`src/dcc_pkg.sv`:
```
// shared constants for the dac and comparator control block
`default_nettype none

package dcc_pkg;
  // widths
  localparam int unsigned ADDR_W = 4;
  localparam int unsigned DATA_W = 8;
  localparam int unsigned CODE_W = 5;
  localparam int unsigned TAP_W = 6;
  localparam int unsigned NUM_CMP = 2;
  // register offsets
  localparam logic [3:0] OFS_DAC_CTL0 = 4'h0;
  localparam logic [3:0] OFS_DAC_CTL1 = 4'h1;
  localparam logic [3:0] OFS_CMP1_CTL0 = 4'h2;
  localparam logic [3:0] OFS_CMP1_CTL1 = 4'h3;
  localparam logic [3:0] OFS_CMP_STRIDE = 4'h2;
  localparam logic [3:0] OFS_CMP_OUT = 4'h6;
  localparam logic [3:0] OFS_CMP_IRQ = 4'h7;
  localparam logic [3:0] OFS_PIN_CTL = 4'h8;
  localparam logic [3:0] OFS_PIN_READ = 4'h9;
  // dac_control_0 / dac_control_1 fields
  localparam int unsigned DAC0_EN_BIT = 7;
  localparam int unsigned DAC0_OE1_BIT = 5;
  localparam int unsigned DAC0_OE2_BIT = 4;
  localparam int unsigned DAC0_PSS_LSB = 2;
  localparam logic [7:0] DAC0_WMASK = 8'hBC;
  localparam logic [7:0] DAC1_WMASK = 8'h1F;
  localparam logic [7:0] DAC_RST = 8'h00;
  // cmp_control_0 fields
  localparam int unsigned CMP0_ON_BIT = 7;
  localparam int unsigned CMP0_OUT_BIT = 6;
  localparam int unsigned CMP0_OE_BIT = 5;
  localparam int unsigned CMP0_POL_BIT = 4;
  localparam int unsigned CMP0_SP_BIT = 2;
  localparam int unsigned CMP0_HYS_BIT = 1;
  localparam int unsigned CMP0_SYNC_BIT = 0;
  localparam logic [7:0] CMP0_WMASK = 8'hB7;
  localparam logic [7:0] CMP0_RST = 8'h04;
  // cmp_control_1 fields
  localparam int unsigned CMP1_INTP_BIT = 7;
  localparam int unsigned CMP1_INTN_BIT = 6;
  localparam int unsigned CMP1_PCH_LSB = 4;
  localparam int unsigned CMP1_NCH_LSB = 0;
  localparam logic [7:0] CMP1_WMASK = 8'hF7;
  localparam logic [7:0] CMP1_RST = 8'h00;
  // pin control fields
  localparam int unsigned PIN_DIR_LSB = 0;
  localparam int unsigned PIN_LAT_LSB = 2;
  localparam int unsigned PIN_LPS_BIT = 4;
  localparam logic [7:0] PIN_WMASK = 8'h1F;
  localparam logic [7:0] PIN_RST = 8'h03;
  // positive source codes
  localparam logic [1:0] PSS_SUPPLY = 2'h0;
  localparam logic [1:0] PSS_PIN = 2'h1;
  localparam logic [1:0] PSS_FIXED = 2'h2;
  // ladder ends
  localparam logic [CODE_W-1:0] CODE_ALL0 = 5'h00;
  localparam logic [CODE_W-1:0] CODE_ALL1 = 5'h1F;
  localparam logic [TAP_W-1:0] TAP_ZERO = 6'h00;
  localparam logic [TAP_W-1:0] TAP_FULL = 6'h20;
  // timing: instruction cycle from the system clock
  localparam int unsigned CLK_PERIOD_NS = 10;
  localparam int unsigned INSTR_PERIOD_NS = 40;
  localparam int unsigned INSTR_DIV = INSTR_PERIOD_NS / CLK_PERIOD_NS;
  localparam logic [1:0] INSTR_LAST = 2'(INSTR_DIV - 1);
endpackage

`default_nettype wire

```
`src/dcc_cmp_if.sv`:
```
// carrier between the control top and one comparator unit
`default_nettype none

interface dcc_cmp_if;
  logic en;
  logic pol;
  logic oe;
  logic dir;
  logic port_lat;
  logic sync_en;
  logic intp;
  logic intn;
  logic tick;
  logic tmr_fall;
  logic status;
  logic pin_val;
  logic pin_oe;
  logic sync_out;
  logic rise_evt;
  logic fall_evt;
  modport ctl (output en, pol, oe, dir, port_lat, sync_en, intp, intn, tick, tmr_fall,
               input status, pin_val, pin_oe, sync_out, rise_evt, fall_evt);
  modport unit (input en, pol, oe, dir, port_lat, sync_en, intp, intn, tick, tmr_fall,
                output status, pin_val, pin_oe, sync_out, rise_evt, fall_evt);
endinterface

`default_nettype wire

```
`src/dcc_cmp_unit.sv`:
```
// one comparator: sync, polarity, per-cycle latch, edges, pin output
`default_nettype none

module dcc_cmp_unit import dcc_pkg::*; (
  // clock and reset
  input wire logic i_mclk,
  input wire logic i_arst_n,
  // raw analog decision, asynchronous
  input wire logic i_raw,
  // control and status
  dcc_cmp_if.unit cif
);
  logic raw_s1_ff;
  logic raw_s2_ff;
  logic status_ff;
  logic sync_lat_ff;
  logic pin_val_ff;
  logic pin_oe_ff;
  logic sync_out_ff;
  logic rise_ff;
  logic fall_ff;

  wire decision = cif.en & raw_s2_ff;
  wire pol_val = decision ^ cif.pol;
  wire rise = cif.tick & pol_val & ~status_ff;
  wire fall = cif.tick & ~pol_val & status_ff;
  // oe steers the data even while the comparator is off
  wire nxt_pin_val = cif.oe ? pol_val : cif.port_lat;
  wire nxt_pin_oe = ~cif.dir & (~cif.oe | cif.en);
  wire nxt_sync_lat = cif.tmr_fall ? status_ff : sync_lat_ff;

  always_ff @(posedge i_mclk or negedge i_arst_n) begin
    if (!i_arst_n) begin
      raw_s1_ff <= 1'b0;
      raw_s2_ff <= 1'b0;
      status_ff <= 1'b0;
      sync_lat_ff <= 1'b0;
      pin_val_ff <= 1'b0;
      pin_oe_ff <= 1'b0;
      sync_out_ff <= 1'b0;
      rise_ff <= 1'b0;
      fall_ff <= 1'b0;
    end else begin
      raw_s1_ff <= i_raw;
      raw_s2_ff <= raw_s1_ff;
      if (cif.tick) begin
        status_ff <= pol_val;
      end
      sync_lat_ff <= nxt_sync_lat;
      pin_val_ff <= nxt_pin_val;
      pin_oe_ff <= nxt_pin_oe;
      sync_out_ff <= cif.sync_en ? sync_lat_ff : status_ff;
      rise_ff <= rise & cif.intp;
      fall_ff <= fall & cif.intn;
    end
  end

  assign cif.status = status_ff;
  assign cif.pin_val = pin_val_ff;
  assign cif.pin_oe = pin_oe_ff;
  assign cif.sync_out = sync_out_ff;
  assign cif.rise_evt = rise_ff;
  assign cif.fall_evt = fall_ff;
endmodule // dcc_cmp_unit

`default_nettype wire

```
`src/dcc_dac_tap.sv`:
```
// ladder tap and source selection for the 5-bit reference dac
`default_nettype none

module dcc_dac_tap import dcc_pkg::*; (
  // clock and reset
  input wire logic i_mclk,
  input wire logic i_arst_n,
  // settings
  input wire logic i_enable,
  input wire logic i_low_power_select,
  input wire logic [CODE_W-1:0] i_level_code,
  input wire logic [1:0] i_positive_source_field,
  // analog controls
  output logic [TAP_W-1:0] o_tap,
  output logic o_tap_valid,
  output logic o_ladder_en,
  output logic [2:0] o_src_sel
);
  wire dis_hi = ~i_enable & i_low_power_select & (i_level_code == CODE_ALL1);
  wire dis_lo = ~i_enable & ~i_low_power_select & (i_level_code == CODE_ALL0);
  // tap k of 32 gives span*k/32 above ground
  wire [TAP_W-1:0] nxt_tap = i_enable ? {1'b0, i_level_code} :
                             (dis_hi ? TAP_FULL : TAP_ZERO);
  wire [2:0] nxt_src = (i_positive_source_field == PSS_SUPPLY) ? 3'h1 :
                       (i_positive_source_field == PSS_PIN) ? 3'h2 :
                       (i_positive_source_field == PSS_FIXED) ? 3'h4 : 3'h0;

  always_ff @(posedge i_mclk or negedge i_arst_n) begin
    if (!i_arst_n) begin
      o_tap <= TAP_ZERO;
      o_tap_valid <= 1'b0;
      o_ladder_en <= 1'b0;
      o_src_sel <= 3'h0;
    end else begin
      o_tap <= nxt_tap;
      o_tap_valid <= i_enable | dis_hi | dis_lo;
      o_ladder_en <= i_enable;
      o_src_sel <= nxt_src;
    end
  end
endmodule // dcc_dac_tap

`default_nettype wire

```
`src/dcc_top.sv`:
```
// register file and control top of the dac and comparator block
//
// The register addresses and the address-and-strobe port were left to the implementer.
`default_nettype none

module dcc_top import dcc_pkg::*; (
  // clock and reset
  input wire logic i_mclk,
  input wire logic i_arst_n,
  // register port
  input wire logic [ADDR_W-1:0] i_addr,
  input wire logic [DATA_W-1:0] i_wdata,
  input wire logic i_wr,
  input wire logic i_rd,
  output logic [DATA_W-1:0] o_rdata,
  // dac analog controls
  output logic [TAP_W-1:0] o_dac_tap,
  output logic o_dac_tap_valid,
  output logic o_dac_ladder_en,
  output logic [2:0] o_dac_src_sel,
  // dac output pins
  input wire logic [1:0] i_ref_pin_din,
  output logic [1:0] o_ref_out_pin_en,
  output logic [1:0] o_ref_pin_digital_off,
  // comparator analog side
  input wire logic [NUM_CMP-1:0] i_cmp_raw,
  output logic [NUM_CMP-1:0] o_cmp_enable,
  output logic [NUM_CMP-1:0] o_cmp_speed_power,
  output logic [NUM_CMP-1:0] o_cmp_hysteresis_enable,
  output logic [2*NUM_CMP-1:0] o_cmp_pos_chan,
  output logic [3*NUM_CMP-1:0] o_cmp_neg_chan,
  // comparator digital side
  input wire logic i_tmr_clk_src,
  output logic [NUM_CMP-1:0] o_cmp_pin_out,
  output logic [NUM_CMP-1:0] o_cmp_pin_oe,
  output logic [NUM_CMP-1:0] o_cmp_sync_out,
  output logic [NUM_CMP-1:0] o_cmp_irq_flag
);

  ////////////////////////////////////////////////////////////////////////////
  // storage

  logic [DATA_W-1:0] dac0_ff;
  logic [DATA_W-1:0] dac1_ff;
  logic [DATA_W-1:0] cmp0_ff [NUM_CMP];
  logic [DATA_W-1:0] cmp1_ff [NUM_CMP];
  logic [DATA_W-1:0] pin_ff;
  logic [NUM_CMP-1:0] irq_ff;
  logic [DATA_W-1:0] rdata_ff;
  logic [1:0] div_ff;
  logic tick_ff;
  logic tmr_s1_ff;
  logic tmr_s2_ff;
  logic tmr_s3_ff;
  logic [1:0] refp_s1_ff;
  logic [1:0] refp_s2_ff;
  logic [1:0] ref_en_ff;
  logic [1:0] ref_off_ff;

  dcc_cmp_if cif [NUM_CMP] ();

  ////////////////////////////////////////////////////////////////////////////
  // address decode

  wire hit_dac0 = (i_addr == OFS_DAC_CTL0);
  wire hit_dac1 = (i_addr == OFS_DAC_CTL1);
  wire hit_out = (i_addr == OFS_CMP_OUT);
  wire hit_irq = (i_addr == OFS_CMP_IRQ);
  wire hit_pin = (i_addr == OFS_PIN_CTL);
  wire hit_pread = (i_addr == OFS_PIN_READ);
  wire wr_dac0 = i_wr & hit_dac0;
  wire wr_dac1 = i_wr & hit_dac1;
  wire wr_irq = i_wr & hit_irq;
  wire wr_pin = i_wr & hit_pin;

  ////////////////////////////////////////////////////////////////////////////
  // dac control fields

  wire dac_en = dac0_ff[DAC0_EN_BIT];
  wire dac_oe1 = dac0_ff[DAC0_OE1_BIT];
  wire dac_oe2 = dac0_ff[DAC0_OE2_BIT];
  wire [1:0] dac_pss = dac0_ff[DAC0_PSS_LSB +: 2];
  wire [CODE_W-1:0] level_code = dac1_ff[CODE_W-1:0];
  wire low_power_select = pin_ff[PIN_LPS_BIT];
  wire [1:0] dac_pin_on = {dac_oe2, dac_oe1};
  // an assigned pin reads zero whatever sits on it
  wire [1:0] ref_pin_read = refp_s2_ff & ~dac_pin_on;

  wire [DATA_W-1:0] nxt_dac0 = (i_wdata & DAC0_WMASK);
  wire [DATA_W-1:0] nxt_dac1 = (i_wdata & DAC1_WMASK);
  wire [DATA_W-1:0] nxt_pin = (i_wdata & PIN_WMASK);

  ////////////////////////////////////////////////////////////////////////////
  // timer source: sync, then find the falling edge

  wire tmr_fall = tmr_s3_ff & ~tmr_s2_ff;

  ////////////////////////////////////////////////////////////////////////////
  // comparators

  logic [NUM_CMP-1:0] status_vec;
  logic [NUM_CMP-1:0] set_vec;
  logic [NUM_CMP-1:0] hit_c0_vec;
  logic [NUM_CMP-1:0] hit_c1_vec;
  logic [DATA_W-1:0] c0_rd [NUM_CMP];
  logic [DATA_W-1:0] c1_rd [NUM_CMP];

  genvar gi;
  generate
    for (gi = 0; gi < NUM_CMP; gi++) begin : g_cmp
      localparam logic [3:0] OFS_C0 = 4'(OFS_CMP1_CTL0 + OFS_CMP_STRIDE * gi);
      localparam logic [3:0] OFS_C1 = 4'(OFS_CMP1_CTL1 + OFS_CMP_STRIDE * gi);

      wire hit_c0 = (i_addr == OFS_C0);
      wire hit_c1 = (i_addr == OFS_C1);
      wire wr_c0 = i_wr & hit_c0;
      wire wr_c1 = i_wr & hit_c1;
      wire [DATA_W-1:0] nxt_c0 = (i_wdata & CMP0_WMASK);
      wire [DATA_W-1:0] nxt_c1 = (i_wdata & CMP1_WMASK);

      always_ff @(posedge i_mclk or negedge i_arst_n) begin
        if (!i_arst_n) begin
          cmp0_ff[gi] <= CMP0_RST;
          cmp1_ff[gi] <= CMP1_RST;
        end else begin
          if (wr_c0) begin
            cmp0_ff[gi] <= nxt_c0;
          end
          if (wr_c1) begin
            cmp1_ff[gi] <= nxt_c1;
          end
        end
      end

      assign cif[gi].en = cmp0_ff[gi][CMP0_ON_BIT];
      assign cif[gi].pol = cmp0_ff[gi][CMP0_POL_BIT];
      assign cif[gi].oe = cmp0_ff[gi][CMP0_OE_BIT];
      assign cif[gi].dir = pin_ff[PIN_DIR_LSB + gi];
      assign cif[gi].port_lat = pin_ff[PIN_LAT_LSB + gi];
      assign cif[gi].sync_en = cmp0_ff[gi][CMP0_SYNC_BIT];
      assign cif[gi].intp = cmp1_ff[gi][CMP1_INTP_BIT];
      assign cif[gi].intn = cmp1_ff[gi][CMP1_INTN_BIT];
      assign cif[gi].tick = tick_ff;
      assign cif[gi].tmr_fall = tmr_fall;

      dcc_cmp_unit u_cmp (
        .i_mclk (i_mclk),
        .i_arst_n (i_arst_n),
        .i_raw (i_cmp_raw[gi]),
        .cif (cif[gi])
      );

      assign status_vec[gi] = cif[gi].status;
      assign set_vec[gi] = cif[gi].rise_evt | cif[gi].fall_evt;
      assign hit_c0_vec[gi] = hit_c0;
      assign hit_c1_vec[gi] = hit_c1;
      // live status replaces the stored copy of bit 6
      assign c0_rd[gi] = cmp0_ff[gi] | (DATA_W'(cif[gi].status) << CMP0_OUT_BIT);
      assign c1_rd[gi] = cmp1_ff[gi];

      assign o_cmp_enable[gi] = cmp0_ff[gi][CMP0_ON_BIT];
      assign o_cmp_speed_power[gi] = cmp0_ff[gi][CMP0_SP_BIT];
      assign o_cmp_hysteresis_enable[gi] = cmp0_ff[gi][CMP0_HYS_BIT];
      assign o_cmp_pos_chan[2*gi +: 2] = cmp1_ff[gi][CMP1_PCH_LSB +: 2];
      assign o_cmp_neg_chan[3*gi +: 3] = cmp1_ff[gi][CMP1_NCH_LSB +: 3];
      assign o_cmp_pin_out[gi] = cif[gi].pin_val;
      assign o_cmp_pin_oe[gi] = cif[gi].pin_oe;
      assign o_cmp_sync_out[gi] = cif[gi].sync_out;
    end
  endgenerate

  ////////////////////////////////////////////////////////////////////////////
  // interrupt flags: set beats a same-cycle clear

  wire [NUM_CMP-1:0] irq_clr = wr_irq ? i_wdata[NUM_CMP-1:0] : '0;
  wire [NUM_CMP-1:0] nxt_irq = (irq_ff & ~irq_clr) | set_vec;

  ////////////////////////////////////////////////////////////////////////////
  // read data

  wire [DATA_W-1:0] rd_c0 = hit_c0_vec[0] ? c0_rd[0] :
                            (hit_c0_vec[1] ? c0_rd[1] : '0);
  wire [DATA_W-1:0] rd_c1 = hit_c1_vec[0] ? c1_rd[0] :
                            (hit_c1_vec[1] ? c1_rd[1] : '0);
  wire [DATA_W-1:0] rd_out = DATA_W'(status_vec);
  wire [DATA_W-1:0] rd_irq = DATA_W'(irq_ff);
  wire [DATA_W-1:0] rd_pread = DATA_W'(ref_pin_read);
  // unmapped offsets answer zero
  wire [DATA_W-1:0] rd_mux = hit_dac0 ? dac0_ff :
                             hit_dac1 ? dac1_ff :
                             hit_out ? rd_out :
                             hit_irq ? rd_irq :
                             hit_pin ? pin_ff :
                             hit_pread ? rd_pread :
                             (rd_c0 | rd_c1);
  wire [DATA_W-1:0] nxt_rdata = i_rd ? rd_mux : '0;

  ////////////////////////////////////////////////////////////////////////////
  // control registers
  // only the async reset touches these, so sleep and wake keep them

  always_ff @(posedge i_mclk or negedge i_arst_n) begin
    if (!i_arst_n) begin
      dac0_ff <= DAC_RST;
      dac1_ff <= DAC_RST;
      pin_ff <= PIN_RST;
    end else begin
      if (wr_dac0) begin
        dac0_ff <= nxt_dac0;
      end
      if (wr_dac1) begin
        dac1_ff <= nxt_dac1;
      end
      if (wr_pin) begin
        pin_ff <= nxt_pin;
      end
    end
  end

  always_ff @(posedge i_mclk or negedge i_arst_n) begin
    if (!i_arst_n) begin
      irq_ff <= '0;
      rdata_ff <= '0;
    end else begin
      irq_ff <= nxt_irq;
      rdata_ff <= nxt_rdata;
    end
  end

  ////////////////////////////////////////////////////////////////////////////
  // instruction-cycle tick

  wire div_wrap = (div_ff == INSTR_LAST);
  wire [1:0] nxt_div = div_wrap ? 2'h0 : 2'(div_ff + 2'h1);

  always_ff @(posedge i_mclk or negedge i_arst_n) begin
    if (!i_arst_n) begin
      div_ff <= 2'h0;
      tick_ff <= 1'b0;
    end else begin
      div_ff <= nxt_div;
      tick_ff <= div_wrap;
    end
  end

  ////////////////////////////////////////////////////////////////////////////
  // pin synchronisers

  always_ff @(posedge i_mclk or negedge i_arst_n) begin
    if (!i_arst_n) begin
      tmr_s1_ff <= 1'b0;
      tmr_s2_ff <= 1'b0;
      tmr_s3_ff <= 1'b0;
      refp_s1_ff <= 2'h0;
      refp_s2_ff <= 2'h0;
    end else begin
      tmr_s1_ff <= i_tmr_clk_src;
      tmr_s2_ff <= tmr_s1_ff;
      tmr_s3_ff <= tmr_s2_ff;
      refp_s1_ff <= i_ref_pin_din;
      refp_s2_ff <= refp_s1_ff;
    end
  end

  ////////////////////////////////////////////////////////////////////////////
  // dac pin switches

  always_ff @(posedge i_mclk or negedge i_arst_n) begin
    if (!i_arst_n) begin
      ref_en_ff <= 2'h0;
      ref_off_ff <= 2'h0;
    end else begin
      ref_en_ff <= dac_pin_on;
      ref_off_ff <= dac_pin_on;
    end
  end

  ////////////////////////////////////////////////////////////////////////////
  // dac ladder

  dcc_dac_tap u_dac (
    .i_mclk (i_mclk),
    .i_arst_n (i_arst_n),
    .i_enable (dac_en),
    .i_low_power_select (low_power_select),
    .i_level_code (level_code),
    .i_positive_source_field (dac_pss),
    .o_tap (o_dac_tap),
    .o_tap_valid (o_dac_tap_valid),
    .o_ladder_en (o_dac_ladder_en),
    .o_src_sel (o_dac_src_sel)
  );

  ////////////////////////////////////////////////////////////////////////////
  // outputs

  assign o_rdata = rdata_ff;
  assign o_ref_out_pin_en = ref_en_ff;
  assign o_ref_pin_digital_off = ref_off_ff;
  assign o_cmp_irq_flag = irq_ff;

endmodule // dcc_top

`default_nettype wire

```
`config.mk`:
```
export PLATFORM = sky130hd
export DESIGN_NAME = dcc_top
export DESIGN_NICKNAME = d
export VERILOG_FILES = /design/src/dcc_pkg.sv /design/src/dcc_cmp_if.sv /design/src/dcc_cmp_unit.sv /design/src/dcc_dac_tap.sv /design/src/dcc_top.sv
export SDC_FILE = /design/constraint.sdc
export NUM_CORES = 1
export LEC_CHECK = 0
export BUFFER_PORTS_ARGS = -buffer_cell sky130_fd_sc_hd__buf_2
export CAP_MARGIN = 20
export CORE_UTILIZATION = 55
export DETAILED_ROUTE_END_ITERATION = 8
export GPL_TIMING_DRIVEN = 0
export MAX_ROUTING_LAYER = met4
export PLACE_DENSITY = 0.8
export SKIP_LAST_GASP = 1
export SLEW_MARGIN = 20
export SYNTH_ARGS = -nofsm -noshare
export SYNTH_HDL_FRONTEND = slang
export SYNTH_SLANG_ARGS = --single-unit
```
`constraint.sdc`:
```
create_clock -name i_mclk -period 2.9 [get_ports i_mclk]
set_clock_uncertainty 0.05 [all_clocks]
set_input_delay 0.29 -clock i_mclk [delete_from_list [all_inputs] [get_ports i_mclk]]
set_output_delay 0.29 -clock i_mclk [all_outputs]
set_load 0.1 [all_outputs]
```
==> After elaboration in Yosys (flattened, before gate mapping) <==
Cells that the tools add are included.
{ "word_totals": {"elab_cells": 134, "input_bits": 21, "romBits": 0, "latchBits": 0, "ramBits": 0, "n_memories": 0, "ff_bits": 92} }
{ "classes": {"eq_ne": 13, "add_sub_neg": 1, "bitwise": 56, "reduce_logical": 3, "muxes": 22, "shifts": 0, "magnitude_cmp": 0, "multipliers": 0, "n_div": 0} }
{ "op_table": {"columns": ["op", "count"], "rows": [
  ["two-way mux 8 bit", 11],
  ["bitwise AND 1 bit", 29],
  ["== test 4 x 3 -> 1 bit (second input constant)", 4],
  ["bitwise OR 8 x 7 -> 8 bit", 2],
  ["two-way mux 6 bit", 2],
  ["inverter 1 bit", 11],
  ["two-way mux 3 bit", 3],
  ["== test 4 x 2 -> 1 bit (second input constant)", 2],
  ["== test 4 bit (second input constant)", 2],
  ["bitwise OR 8 bit", 1],
  ["bitwise OR 1 bit", 6],
  ["== test 5 bit (second input constant)", 1],
  ["zero test 5 bit", 1],
  ["bitwise AND 2 bit", 2],
  ["== test 2 bit (second input constant)", 2],
  ["== test 4 x 1 -> 1 bit (second input constant)", 1],
  ["zero test 4 bit", 1],
  ["two-way mux 1 bit", 4],
  ["two-way mux 2 bit", 2],
  ["inverter 2 bit", 2],
  ["adder 2 x 1 -> 2 bit (second input constant)", 1],
  ["== test 2 x 1 -> 1 bit (second input constant)", 1],
  ["zero test 2 bit", 1],
  ["bitwise OR 2 bit", 1],
  ["bitwise XOR 1 bit", 2]
]} }

==> Longest topological paths before layout <==
Gate-level depths: netlist (run 1).
{ "depth": {"ltp_word": 11, "mapped_depth": 6, "mapped_depth_nobuf": 4} }

==> Hierarchy <==
From an unflattened synthesis (run 1), not the netlist that was laid out.
{ "unflattened": {"cells_unflattened": 302, "area_unflattened_um2": 3958.8} }
{ "modules_own_cells": {"columns": ["module", "cells_each", "seq_area_each_um2", "instances", "area_per_inst_um2"], "rows": [
  ["dcc_top", 229, 1581.5, 1, 2946.6],
  ["dcc_cmp_unit", 23, 225.2, 2, 324.1],
  ["dcc_dac_tap", 27, 275.3, 1, 364.1]
]} }

==> Least setup slack after synthesis (run 1) <==
No wires, ideal clock.
{ "synth_path": {"path_kind": "register to register", "from": "reg cmp1_ff, in the netlist o_cmp_neg_chan[3]", "to": "reg rdata_ff[0] (netlist: o_rdata[0])", "synth_period_minus_slack_ns": 1.775, "path_stages_with_launch": 5, "slack_ns": 1.125, "required_ns": 2.783, "t_arrival_ns": 1.658, "cell_sequence": "dfrtp_1 > and3b_1 > o21bai_1 > a221oi_1 > o221a_1"} }
{ "synth_between": {"elab_chain_cells": 10} }
{ "synth_rtl": {"columns": ["item", "line", "text"], "rows": [
  ["start: declaration", "dcc_top.sv:46", "logic [DATA_W-1:0] cmp1_ff [NUM_CMP];"],
  ["start signal: indexed assignment", "dcc_top.sv:130", "cmp1_ff[gi] <= nxt_c1;"],
  ["two-way mux 8 bit", "dcc_top.sv:184", "(hit_c1_vec[1] ? c1_rd[1] : '0);"],
  ["two-way mux 8 bit", "dcc_top.sv:183", "wire [DATA_W-1:0] rd_c1 = hit_c1_vec[0] ? c1_rd[0] :"],
  ["bitwise OR 8 bit", "dcc_top.sv:195", "(rd_c0 | rd_c1);"],
  ["two-way mux 8 bit", "dcc_top.sv:194", "hit_pread ? rd_pread :"],
  ["two-way mux 8 bit", "dcc_top.sv:193", "hit_pin ? pin_ff :"],
  ["two-way mux 8 bit", "dcc_top.sv:192", "hit_irq ? rd_irq :"],
  ["two-way mux 8 bit", "dcc_top.sv:191", "hit_out ? rd_out :"],
  ["two-way mux 8 bit", "dcc_top.sv:190", "hit_dac1 ? dac1_ff :"],
  ["two-way mux 8 bit", "dcc_top.sv:189", "wire [DATA_W-1:0] rd_mux = hit_dac0 ? dac0_ff :"],
  ["two-way mux 8 bit", "dcc_top.sv:196", "wire [DATA_W-1:0] nxt_rdata = i_rd ? rd_mux : '0;"],
  ["via nxt_rdata[0]", "dcc_top.sv:196", null],
  ["end signal: assignment", "dcc_top.sv:226", "rdata_ff <= nxt_rdata;"],
  ["end: declaration", "dcc_top.sv:49", "logic [DATA_W-1:0] rdata_ff;"]
]} }
The timed path passes the listed nets, and every way through them passes these cells.
A chain may end at the register's enable or synchronous reset.

==> Final worst setup path (run 1) <==
{ "layout_path": {"from": "reg cmp0_ff, in the netlist o_cmp_speed_power[0]", "to": "out o_cmp_speed_power[0]"} }
{ "layout_lines": {"columns": ["item", "line", "text"], "rows": [
  ["start: declaration", "dcc_top.sv:45", "logic [DATA_W-1:0] cmp0_ff [NUM_CMP];"],
  ["start signal: indexed assignment", "dcc_top.sv:127", "cmp0_ff[gi] <= nxt_c0;"],
  ["end: declaration", "dcc_top.sv:28", "output logic [NUM_CMP-1:0] o_cmp_speed_power,"]
]} }
No word-level cell between the ends.

==> results of run 1 <==
-- worst paths after layout --
| check | start | end | slack, ns |
|---|---|---|---|
| max | o_cmp_speed_power[0] | o_cmp_speed_power[0] | 1.20 |
| min | i_wdata[6] | c1_rd[6] | 0.12 |
| max reg2reg | dac0_ff[5] | o_rdata[0] | 1.45 |
| min reg2reg | refp_s1_ff[1] | refp_s2_ff[1] | 0.30 |
| max in group asynchronous | i_arst_n | o_cmp_speed_power[1] | 1.70 |
| min in group asynchronous | i_arst_n | g_cmp[1].u_cmp.cif.pin_oe | 0.41 |
-- cell type report --
class / count / area (sq um) / share of cell area [%]
plain buffers: 20 / 151 / 3.30
clock buffers: 10 / 138 / 3.00
clock inverters: 6 / 46.3 / 1.01
inverters: 4 / 15.0 / 0.328
multi-input cells: 176 / 1390 / 30.4
flip-flops and latches: 92 / 2310 / 50.3
well taps: 96 / 120 / 2.62
repair buffers: 73 / 413 / 9.01
-- sequential cells by signal, summed over array words and instances, names as in the netlist, 3 cells and up --
| signal | count |
|---|---|
| c1_rd | 4 |
| dac0_ff | 5 |
| dac1_ff | 5 |
| o_cmp_neg_chan | 6 |
| o_cmp_pos_chan | 4 |
| o_rdata | 8 |
| pin_ff | 5 |
| u_dac.o_src_sel | 3 |
| u_dac.o_tap | 6 |
-- cells in the mapped netlist (2+ instances only) --
| cell | n |
|---|---|
| a2111o_1 | 2 |
| a211o_1 | 2 |
| a21oi_1 | 13 |
| a221oi_1 | 6 |
| a31oi_1 | 4 |
| a32o_1 | 2 |
| a32oi_1 | 2 |
| and2_1 | 5 |
| and2b_1 | 2 |
| and3b_1 | 3 |
| and4_1 | 2 |
| buf_4 | 12 |
| buf_6 | 4 |
| clkbuf_1 | 3 |
| dfrtp_1 | 88 |
| dfstp_2 | 4 |
| inv_1 | 4 |
| mux2_2 | 38 |
| mux2_4 | 5 |
| nand2_1 | 15 |
| nand3_1 | 6 |
| nor2_1 | 10 |
| nor2_2 | 2 |
| nor2b_1 | 9 |
| nor3_1 | 4 |
| nor3_4 | 3 |
| nor3b_1 | 3 |
| o211a_1 | 3 |
| o21ai_0 | 10 |
| o221ai_1 | 2 |
| o22ai_1 | 2 |
| xor2_1 | 2 |
-- cells by family (layout without fill, tap and decap cells) --
group,after synthesis,count (layout)
AOI/OAI and AO/OA,52,52
xor gates and xnor gates,2,2
adders and majority gates,1,1
buffers and inverters,24,113
DFF,92,92
muxes,44,44
and+or+nand+nor,77,77
-- stage by stage --
stage / instance area [sq um] / instances
final: 4580 / 477
after global routing: 4580 / 477
after CTS: 4580 / 477
after detailed placement: 4340 / 455
after global placement: 4320 / 454
after floorplan: 3870 / 292
-- metal layers --
layer	up-vias	share of wire (%)	GRT usage [%]
li1	1210	-	-
met1	1296	46	33.0
met2	98	46	36.4
met3	20	4.7	4.81
met4	0	2.8	12.7
met5	-	0	-
-- power groups by stage --
stage                     registers, uW  clock network, uW  logic, uW
after detailed placement           1780                  0       1760
after global routing               1800                862       1830
after floorplan                    2470                  0        735
final                              1760                788       1760
after CTS                          1760                801       1770
after global placement             1770                  0       1730
-- what timing repair did --
action                                 4_1_cts  5_1_grt
hold buffers                                 6        0
endpoints found under the hold margin       49        0
gates resized for setup                      0        0
==> flow_metrics.tcl, run 1 <==
set metrics [dict create \
    outcome "finished clean" \
    timing.critical_path.cells "buf_2" \
    layout.filler_cells 510 \
    irDropWorstVdd_mv 0.665 \
    grt_usage_pct 24.7 \
    max_cap_violations 0 \
    route.detailed.vias_per_inst 5.50 \
    count_of_different_cell_masters_after_synthesis 52 \
    seq_power_share_pct 40.8 \
    first_global_vias 2525 \
    worst_skew_pair.late_latency_ns 0.37 \
    power.share.clock_pct 18.3 \
    timing.final.crit_period_ns 1.70 \
    design_power_total_uw 4310 \
    p_comb_share_pct 40.9 \
    worst-path-max-fanout 3 \
    slew-limit-headroom_pct 61.1 \
    worstHoldPathType "primary input to flip-flop" \
    grt_max_degree 48 \
    worstRegToRegCells 4 \
    fin_setup_tns_ns 0 \
    first_pass_iters 5 \
    critPathMaxStageDelay_ns 0.56 \
    synth-compound-area-share_pct 9.54 \
    cp_data_required_time_ns 2.56 \
    seq_area_frac_synth_pct 59.7 \
    totalWireLength_mm 8.15 \
    die-area_sq_um 7370 \
    worstPathBufferInverterCount 1 \
    p_leak_uw 0.00219 \
    worstSetupPathDepth 1 \
    power.density_cell_area_nw_per_um2 940 \
    timing.setup.critical_path_class "flip-flop to output pin" \
    ys_async_sr_fraction_pct 100 \
    max_frequency_ghz 0.587 \
    syn2layout_area_growth_pct 18.5 \
    dpl_worst_slack_ns 1.13 \
    synthCells 292 \
    synth_largest_type_area_fraction_pct 56.9 \
    mappedNetlistArea_sq_um 3870 \
    synth_enable_flop_cells 0 \
    placement.io_buffers 66 \
    total_switching_power_uw 2030 \
    crit_path_start_kind "flip-flop" \
    most_frequent_cells_in_the_layout "88 x dfrtp_1, 66 x buf_2, 38 x mux2_2, 15 x nand2_1" \
    floorplan.die.width_um 85.9 \
    final-max-slew-violation-count 0 \
    die_h_um 85.9 \
    tritoncts "built" \
    detailedPlacementHpwl_mm 5.94 \
    worst_pin_slew_ns 0.583 \
    root_buffer "clkbuf_8" \
    cts.repair_timing.setup_buffer_count 0 \
    synth.mux.area_fraction_pct 13.3 \
    post_drt_wl_per_cell_um 17.1 \
    detail_route.iter0.violations 215 \
    tritoncts_num_sinks 92 \
    layout_setup_ws_ns 1.20 \
    post_synth_and_or_nand_nor_area_fraction_pct 12.4 \
    synth.yosys.warnings 0 \
    final_layout_size_suffix_gt1_share_pct 42.0 \
    layout_commonest_cell "dfrtp_1" \
    fin_hold_ws_ns 0.115 \
    final-setup-viol-count 0 \
    post_synth_fa_ha_maj_area_fraction_pct 0.324 \
    number_of_remaining_drc_errors 0 \
    path_clk_slew_ns 0.09 \
    cellInternalPower_uw 2280 \
    crit_arrival_ns 1.36 \
    synth_fp_nets 314 \
    grt_antenna_before_repair 0 \
    io_pins 68 \
    netlist_top_cells_area "dfrtp_1 57%, mux2_2 11%, dfstp_2 2.7%" \
    antenna_cells 0 \
    critical-path-top-delay-family "flip-flops" \
    ant_nets 0 \
    routed-via-count 2624 \
    fin_crit_sh_pct 58.8 \
    start_util_pct 56.9 \
    setup.worst_path.end_class "output pin" \
    num_rows 30 \
    synth_top_flop_cell "dfrtp_1" \
    numCtsBuffers 9 \
    switching_share_pct 47.1 \
    avgSynthCellArea_sq_um 13.2 \
    grt_first_pass_wirelength_mm 13.0 \
    final_net_count 398 \
    post_synth_xor_area_fraction_pct 0.453 \
    yosysTopAreaCell "dfrtp_1" \
    rsz0062_at_grt "no" \
    floorplan.core_area_sq_um 6790 \
    largest_family_of_logic_cells_by_synthesized_area "multiplexers" \
    grt_overflow 0 \
    flip_flop_and_latch_count_after_synthesis 92 \
    min_path_cells 2 \
    clockBufferDepth 2 \
    hold_violations 0 \
    finalCoreUtilization_pct 67.5 \
    gp_routability_congestion 0.872 \
    cts_htree_levels 3 \
    highest_delay_cell_along_the_critical_path "dfstp_2" \
]
No activity file was read; power rests on OpenSTA's default activity.
==> run 2: changes to the inputs <==
Clock period 2.9 ns to 1.75 ns, I/O delays scaled along.
==> flow_metrics.tcl, run 2 (synthesis results as in run 1) <==
set metrics [dict create \
    irDropWorstVdd_mv 0.798 \
    hold_violations 0 \
    cp_data_required_time_ns 1.52 \
    detail_route.iter0.violations 261 \
    ant_nets 0 \
    tritoncts "built" \
    p_leak_uw 0.00219 \
    layout_commonest_cell "dfrtp_1" \
    grt_usage_pct 24.5 \
    grt_max_degree 48 \
    crit_path_start_kind "flip-flop" \
    cts.repair_timing.setup_buffer_count 0 \
    layout.filler_cells 490 \
    fin_hold_ws_ns 0.0269 \
    worstHoldPathType "primary input to flip-flop" \
    timing.setup.critical_path_class "flip-flop to output pin" \
    antenna_cells 0 \
    timing.final.crit_period_ns 1.56 \
    grt_use_met2_pct 36.3 \
    first_global_vias 2511 \
    floorplan.die.width_um 85.9 \
    detailedPlacementHpwl_mm 5.83 \
    rsz0062_at_grt "no" \
    dp_cells 455 \
    grt_overflow 0 \
    max_cap_violations 0 \
    cts_htree_levels 3 \
    highest_delay_cell_along_the_critical_path "dfstp_2" \
    syn2layout_area_growth_pct 18.6 \
    numCtsBuffers 9 \
    totalWireLength_mm 8.11 \
    die_h_um 85.9 \
    tritoncts_num_sinks 92 \
    max_frequency_ghz 0.641 \
    timing.critical_path.cells "buf_2" \
    final_cell_area_sq_um 4590 \
    slew-limit-headroom_pct 61.3 \
    worst_skew_pair.late_latency_ns 0.36 \
    grt_first_pass_wirelength_mm 13.0 \
    top_usage_layer "met2" \
    placement.io_buffers 66 \
    io_pins 68 \
    worst_pin_slew_ns 0.580 \
    path_clk_slew_ns 0.09 \
    design_power_total_uw 7090 \
    post_drt_wl_per_cell_um 17.0 \
    route.detailed.vias_per_inst 5.53 \
    grt_antenna_before_repair 0 \
    fin_setup_tns_ns 0 \
    crit_arrival_ns 1.34 \
    routed-via-count 2639 \
    critPathMaxStageDelay_ns 0.55 \
    worstPathBufferInverterCount 1 \
    final_layout_size_suffix_gt1_share_pct 42.5 \
    most_frequent_cells_in_the_layout "85 x dfrtp_1, 66 x buf_2, 38 x mux2_2, 15 x nand2_1" \
    power.density_cell_area_nw_per_um2 1550 \
    outcome "finished clean" \
    final-max-slew-violation-count 0 \
    number_of_flip_flops_in_the_largest_register 8 \
    layout.cells.non_filler 477 \
    start_util_pct 56.9 \
    first_pass_iters 4 \
    critical-path-top-delay-family "flip-flops" \
    gp_routability_congestion 0.887 \
    use_met3_pct 4.23 \
    setup.worst_path.end_class "output pin" \
    num_rows 30 \
    globalRouteMet1Util_pct 34.3 \
    final-setup-viol-count 0 \
    number_of_remaining_drc_errors 0 \
    post_dp_cell_area_sq_um 4340 \
    worst-path-max-fanout 3 \
    floorplan.core_area_sq_um 6790 \
    die-area_sq_um 7370 \
    clockBufferDepth 2 \
    final_net_count 399 \
    root_buffer "clkbuf_8" \
    fin_crit_sh_pct 89.2 \
]
## run 2: cell count changes in the layout (fill, tap and decap cells not counted), sizes merged
cell and change:
clkinv -1, clkinvlp +1, dlygate4sd3 +1, inv -1
## run 2: through the flow
stage          worst slack (ns)  utilization [%]
2_1_floorplan           0.00285                -
3_3_place_gp             -0.420             63.6
3_5_place_dp             0.0973             63.9
4_1_cts                   0.180             67.5
5_1_grt                   0.156             67.5
6_report                  0.190             67.5
## run 2: final cells by class
type | instances | area [sq um] | area share [%]
multi-input cells | 176 | 1390 | 30.4
repair buffers | 74 | 423 | 9.22
inverters | 4 | 15.0 | 0.327
well taps | 96 | 120 | 2.62
clock buffers | 10 | 138 | 3.00
flip-flops and latches | 92 | 2310 | 50.4
clock inverters | 5 | 36.3 | 0.791
plain buffers | 20 | 151 | 3.30
## run 2: path summary, 6_finish.rpt
path | endpoint | startpoint | cells past startpoint | slack (ns)
max | o_cmp_speed_power[0] | o_cmp_speed_power[0] | 1 | 0.19
min | dac0_ff[3] | i_wdata[3] | 2 | 0.03
max reg2reg | o_rdata[0] | dac0_ff[5] | 4 | 0.23
min reg2reg | g_cmp[0].u_cmp.raw_s2_ff | g_cmp[0].u_cmp.raw_s1_ff | 0 | 0.30
max in group asynchronous | o_cmp_speed_power[0] | i_arst_n | 3 | 0.64
min in group asynchronous | o_rdata[6] | i_arst_n | 2 | 0.31
## run 2: routing by layer
layer	share of wire (%)	routed length (um)
met1	45	3670
met2	47	3850
met3	5.8	467
met4	1.6	126
met5	0	0
## run 2: where the power goes
group / internal (uW) / switching, uW / total (uW)
clock network: 549 / 717 / 1270
registers: 2570 / 336 / 2910
logic: 646 / 2270 / 2920
total: 3770 / 3330 / 7090
## run 2: what timing repair did
item,CTS,global route
endpoints found under the hold margin,50,0
hold buffers,7,0
resized for setup,0,0
==> run 3: changes to the inputs <==
Settings changed: RECOVER_POWER set to 100.
==> flow_metrics.tcl, run 3 (synthesis results as in run 1) <==
set metrics [dict create \
    outcome "finished clean" \
    worst-path-max-fanout 3 \
    detail_route.iter0.violations 296 \
    timing.final.crit_period_ns 1.61 \
    critPathMaxStageDelay_ns 0.56 \
    layout_commonest_cell "dfrtp_1" \
    grt_first_pass_wirelength_mm 13.0 \
    syn2layout_area_growth_pct 17.5 \
    final-max-slew-violation-count 0 \
    cts_htree_levels 3 \
    rr_endpoint "o_rdata[0]" \
    gp_routability_congestion 0.887 \
    route.detailed.vias_per_inst 5.53 \
    clockBufferDepth 2 \
    final-setup-viol-count 0 \
    tritoncts_num_sinks 92 \
    timing.reg2reg.setup_slack_ns 0.21 \
    root_buffer "clkbuf_8" \
    placement.io_buffers 66 \
    worstHoldPathType "primary input to flip-flop" \
    floorplan.die.width_um 85.9 \
    cp_data_required_time_ns 1.52 \
    max_frequency_ghz 0.620 \
    worstPathBufferInverterCount 1 \
    dp_cells 455 \
    power.density_cell_area_nw_per_um2 1560 \
    critical-path-top-delay-family "flip-flops" \
    grt_max_degree 48 \
    worstRegToRegCells 4 \
    die_h_um 85.9 \
    antenna_cells 0 \
    grt_usage_pct 24.5 \
    num_rows 30 \
    numCtsBuffers 9 \
    most_frequent_cells_in_the_layout "85 x dfrtp_1, 48 x clkbuf_2, 38 x mux2_2, 18 x buf_2, 15 x nand2_1" \
    layout.filler_cells 501 \
    finalCoreUtilization_pct 66.9 \
    setup.worst_path.end_class "output pin" \
    hold_violations 0 \
    crit_arrival_ns 1.39 \
    max_cap_violations 0 \
    crit_path_start_kind "flip-flop" \
    grt_overflow 0 \
    routed-via-count 2637 \
    irDropWorstVdd_mv 0.800 \
    rsz0062_at_grt "no" \
    timing.setup.critical_path_class "flip-flop to output pin" \
    die-area_sq_um 7370 \
    totalWireLength_mm 8.08 \
    io_pins 68 \
    first_global_vias 2511 \
    start_util_pct 56.9 \
    first_pass_iters 4 \
    design_power_total_uw 7070 \
    fin_hold_ws_ns 0.0119 \
    min_delay_startpoint "i_wdata[3]" \
    timing.critical_path.cells "clkbuf_2" \
    tritoncts "built" \
    ant_nets 0 \
    worst_pin_slew_ns 0.653 \
    detailedPlacementHpwl_mm 5.83 \
    final_net_count 399 \
    path_clk_slew_ns 0.09 \
    number_of_remaining_drc_errors 0 \
    min_path_cells 2 \
    grt_antenna_before_repair 0 \
    p_leak_uw 0.00214 \
    number_of_flip_flops_in_the_largest_register 8 \
    cts_resized 0 \
    post_drt_wl_per_cell_um 16.9 \
    floorplan.core_area_sq_um 6790 \
    fin_crit_sh_pct 92.1 \
    slew-limit-headroom_pct 56.2 \
    r2r_start "dac0_ff[5]" \
    layout.cells.non_filler 477 \
    min_delay_worst_endpoint "dac0_ff[3]" \
    worst_skew_pair.late_latency_ns 0.36 \
    final_layout_size_suffix_gt1_share_pct 39.6 \
    highest_delay_cell_along_the_critical_path "dfstp_1" \
]
run 3: layout make-up:
class / count / area [sq um] / share of cell area, %
Sequential cell: 92 / 2310 / 50.8
Multi-Input combinational cell: 176 / 1360 / 29.9
Timing Repair Buffer: 74 / 422 / 9.28
Buffer: 20 / 145 / 3.19
Clock buffer: 10 / 138 / 3.03
Tap cell: 96 / 120 / 2.64
Clock inverter: 5 / 36.3 / 0.798
Inverter: 4 / 15.0 / 0.330
run 3: routing by layer:
| layer | wire, um | global-route usage, % | up-vias |
|---|---|---|---|
| li1 | - | - | 1219 |
| met1 | 3670 | 34.3 | 1295 |
| met2 | 3780 | 36.3 | 109 |
| met3 | 490 | 4.23 | 14 |
| met4 | 136 | 9.39 | 0 |
| met5 | 0 | - | - |
run 3: power by group:
group,total (uW),leakage (uW),switching [uW],internal (uW)
combinational,2890,0.000926,2270,615
clock,1270,0.0000808,719,549
sequential,2910,0.00113,342,2570
total,7070,0.00214,3330,3740
run 3: how the worst max path moves through the flow:
stage / startpoint / endpoint / slack [ns] / depth (start not counted)
2_1_floorplan: o_cmp_neg_chan[1] / o_rdata[1] / 0.003 / 4
3_3_place_gp: i_arst_n / o_cmp_neg_chan[3] / -0.42 / 1
3_5_place_dp: i_addr[1] / c1_rd[7] / 0.1 / 5
4_1_cts: o_cmp_speed_power[1] / o_cmp_speed_power[1] / 0.18 / 1
5_1_grt: i_addr[1] / o_cmp_neg_chan[1] / 0.08 / 6
6_report: o_cmp_speed_power[1] / o_cmp_speed_power[1] / 0.14 / 1
run 3: metrics by stage:
stage | cell area [sq um] | setup WS (ns) | TNS [ns]
2_1_floorplan | 3870 | 0.00285 | 0
3_3_place_gp | 4320 | -0.420 | -23.48
3_5_place_dp | 4340 | 0.0973 | 0
4_1_cts | 4590 | 0.180 | 0
5_1_grt | 4550 | 0.0848 | 0
6_report | 4550 | 0.138 | 0
run 3: timing repair:
action                                  CTS  global route
endpoints found under the setup margin    0             0
buffers inserted                          0             0
endpoints found under the hold margin    50             0
hold buffers                              7             0
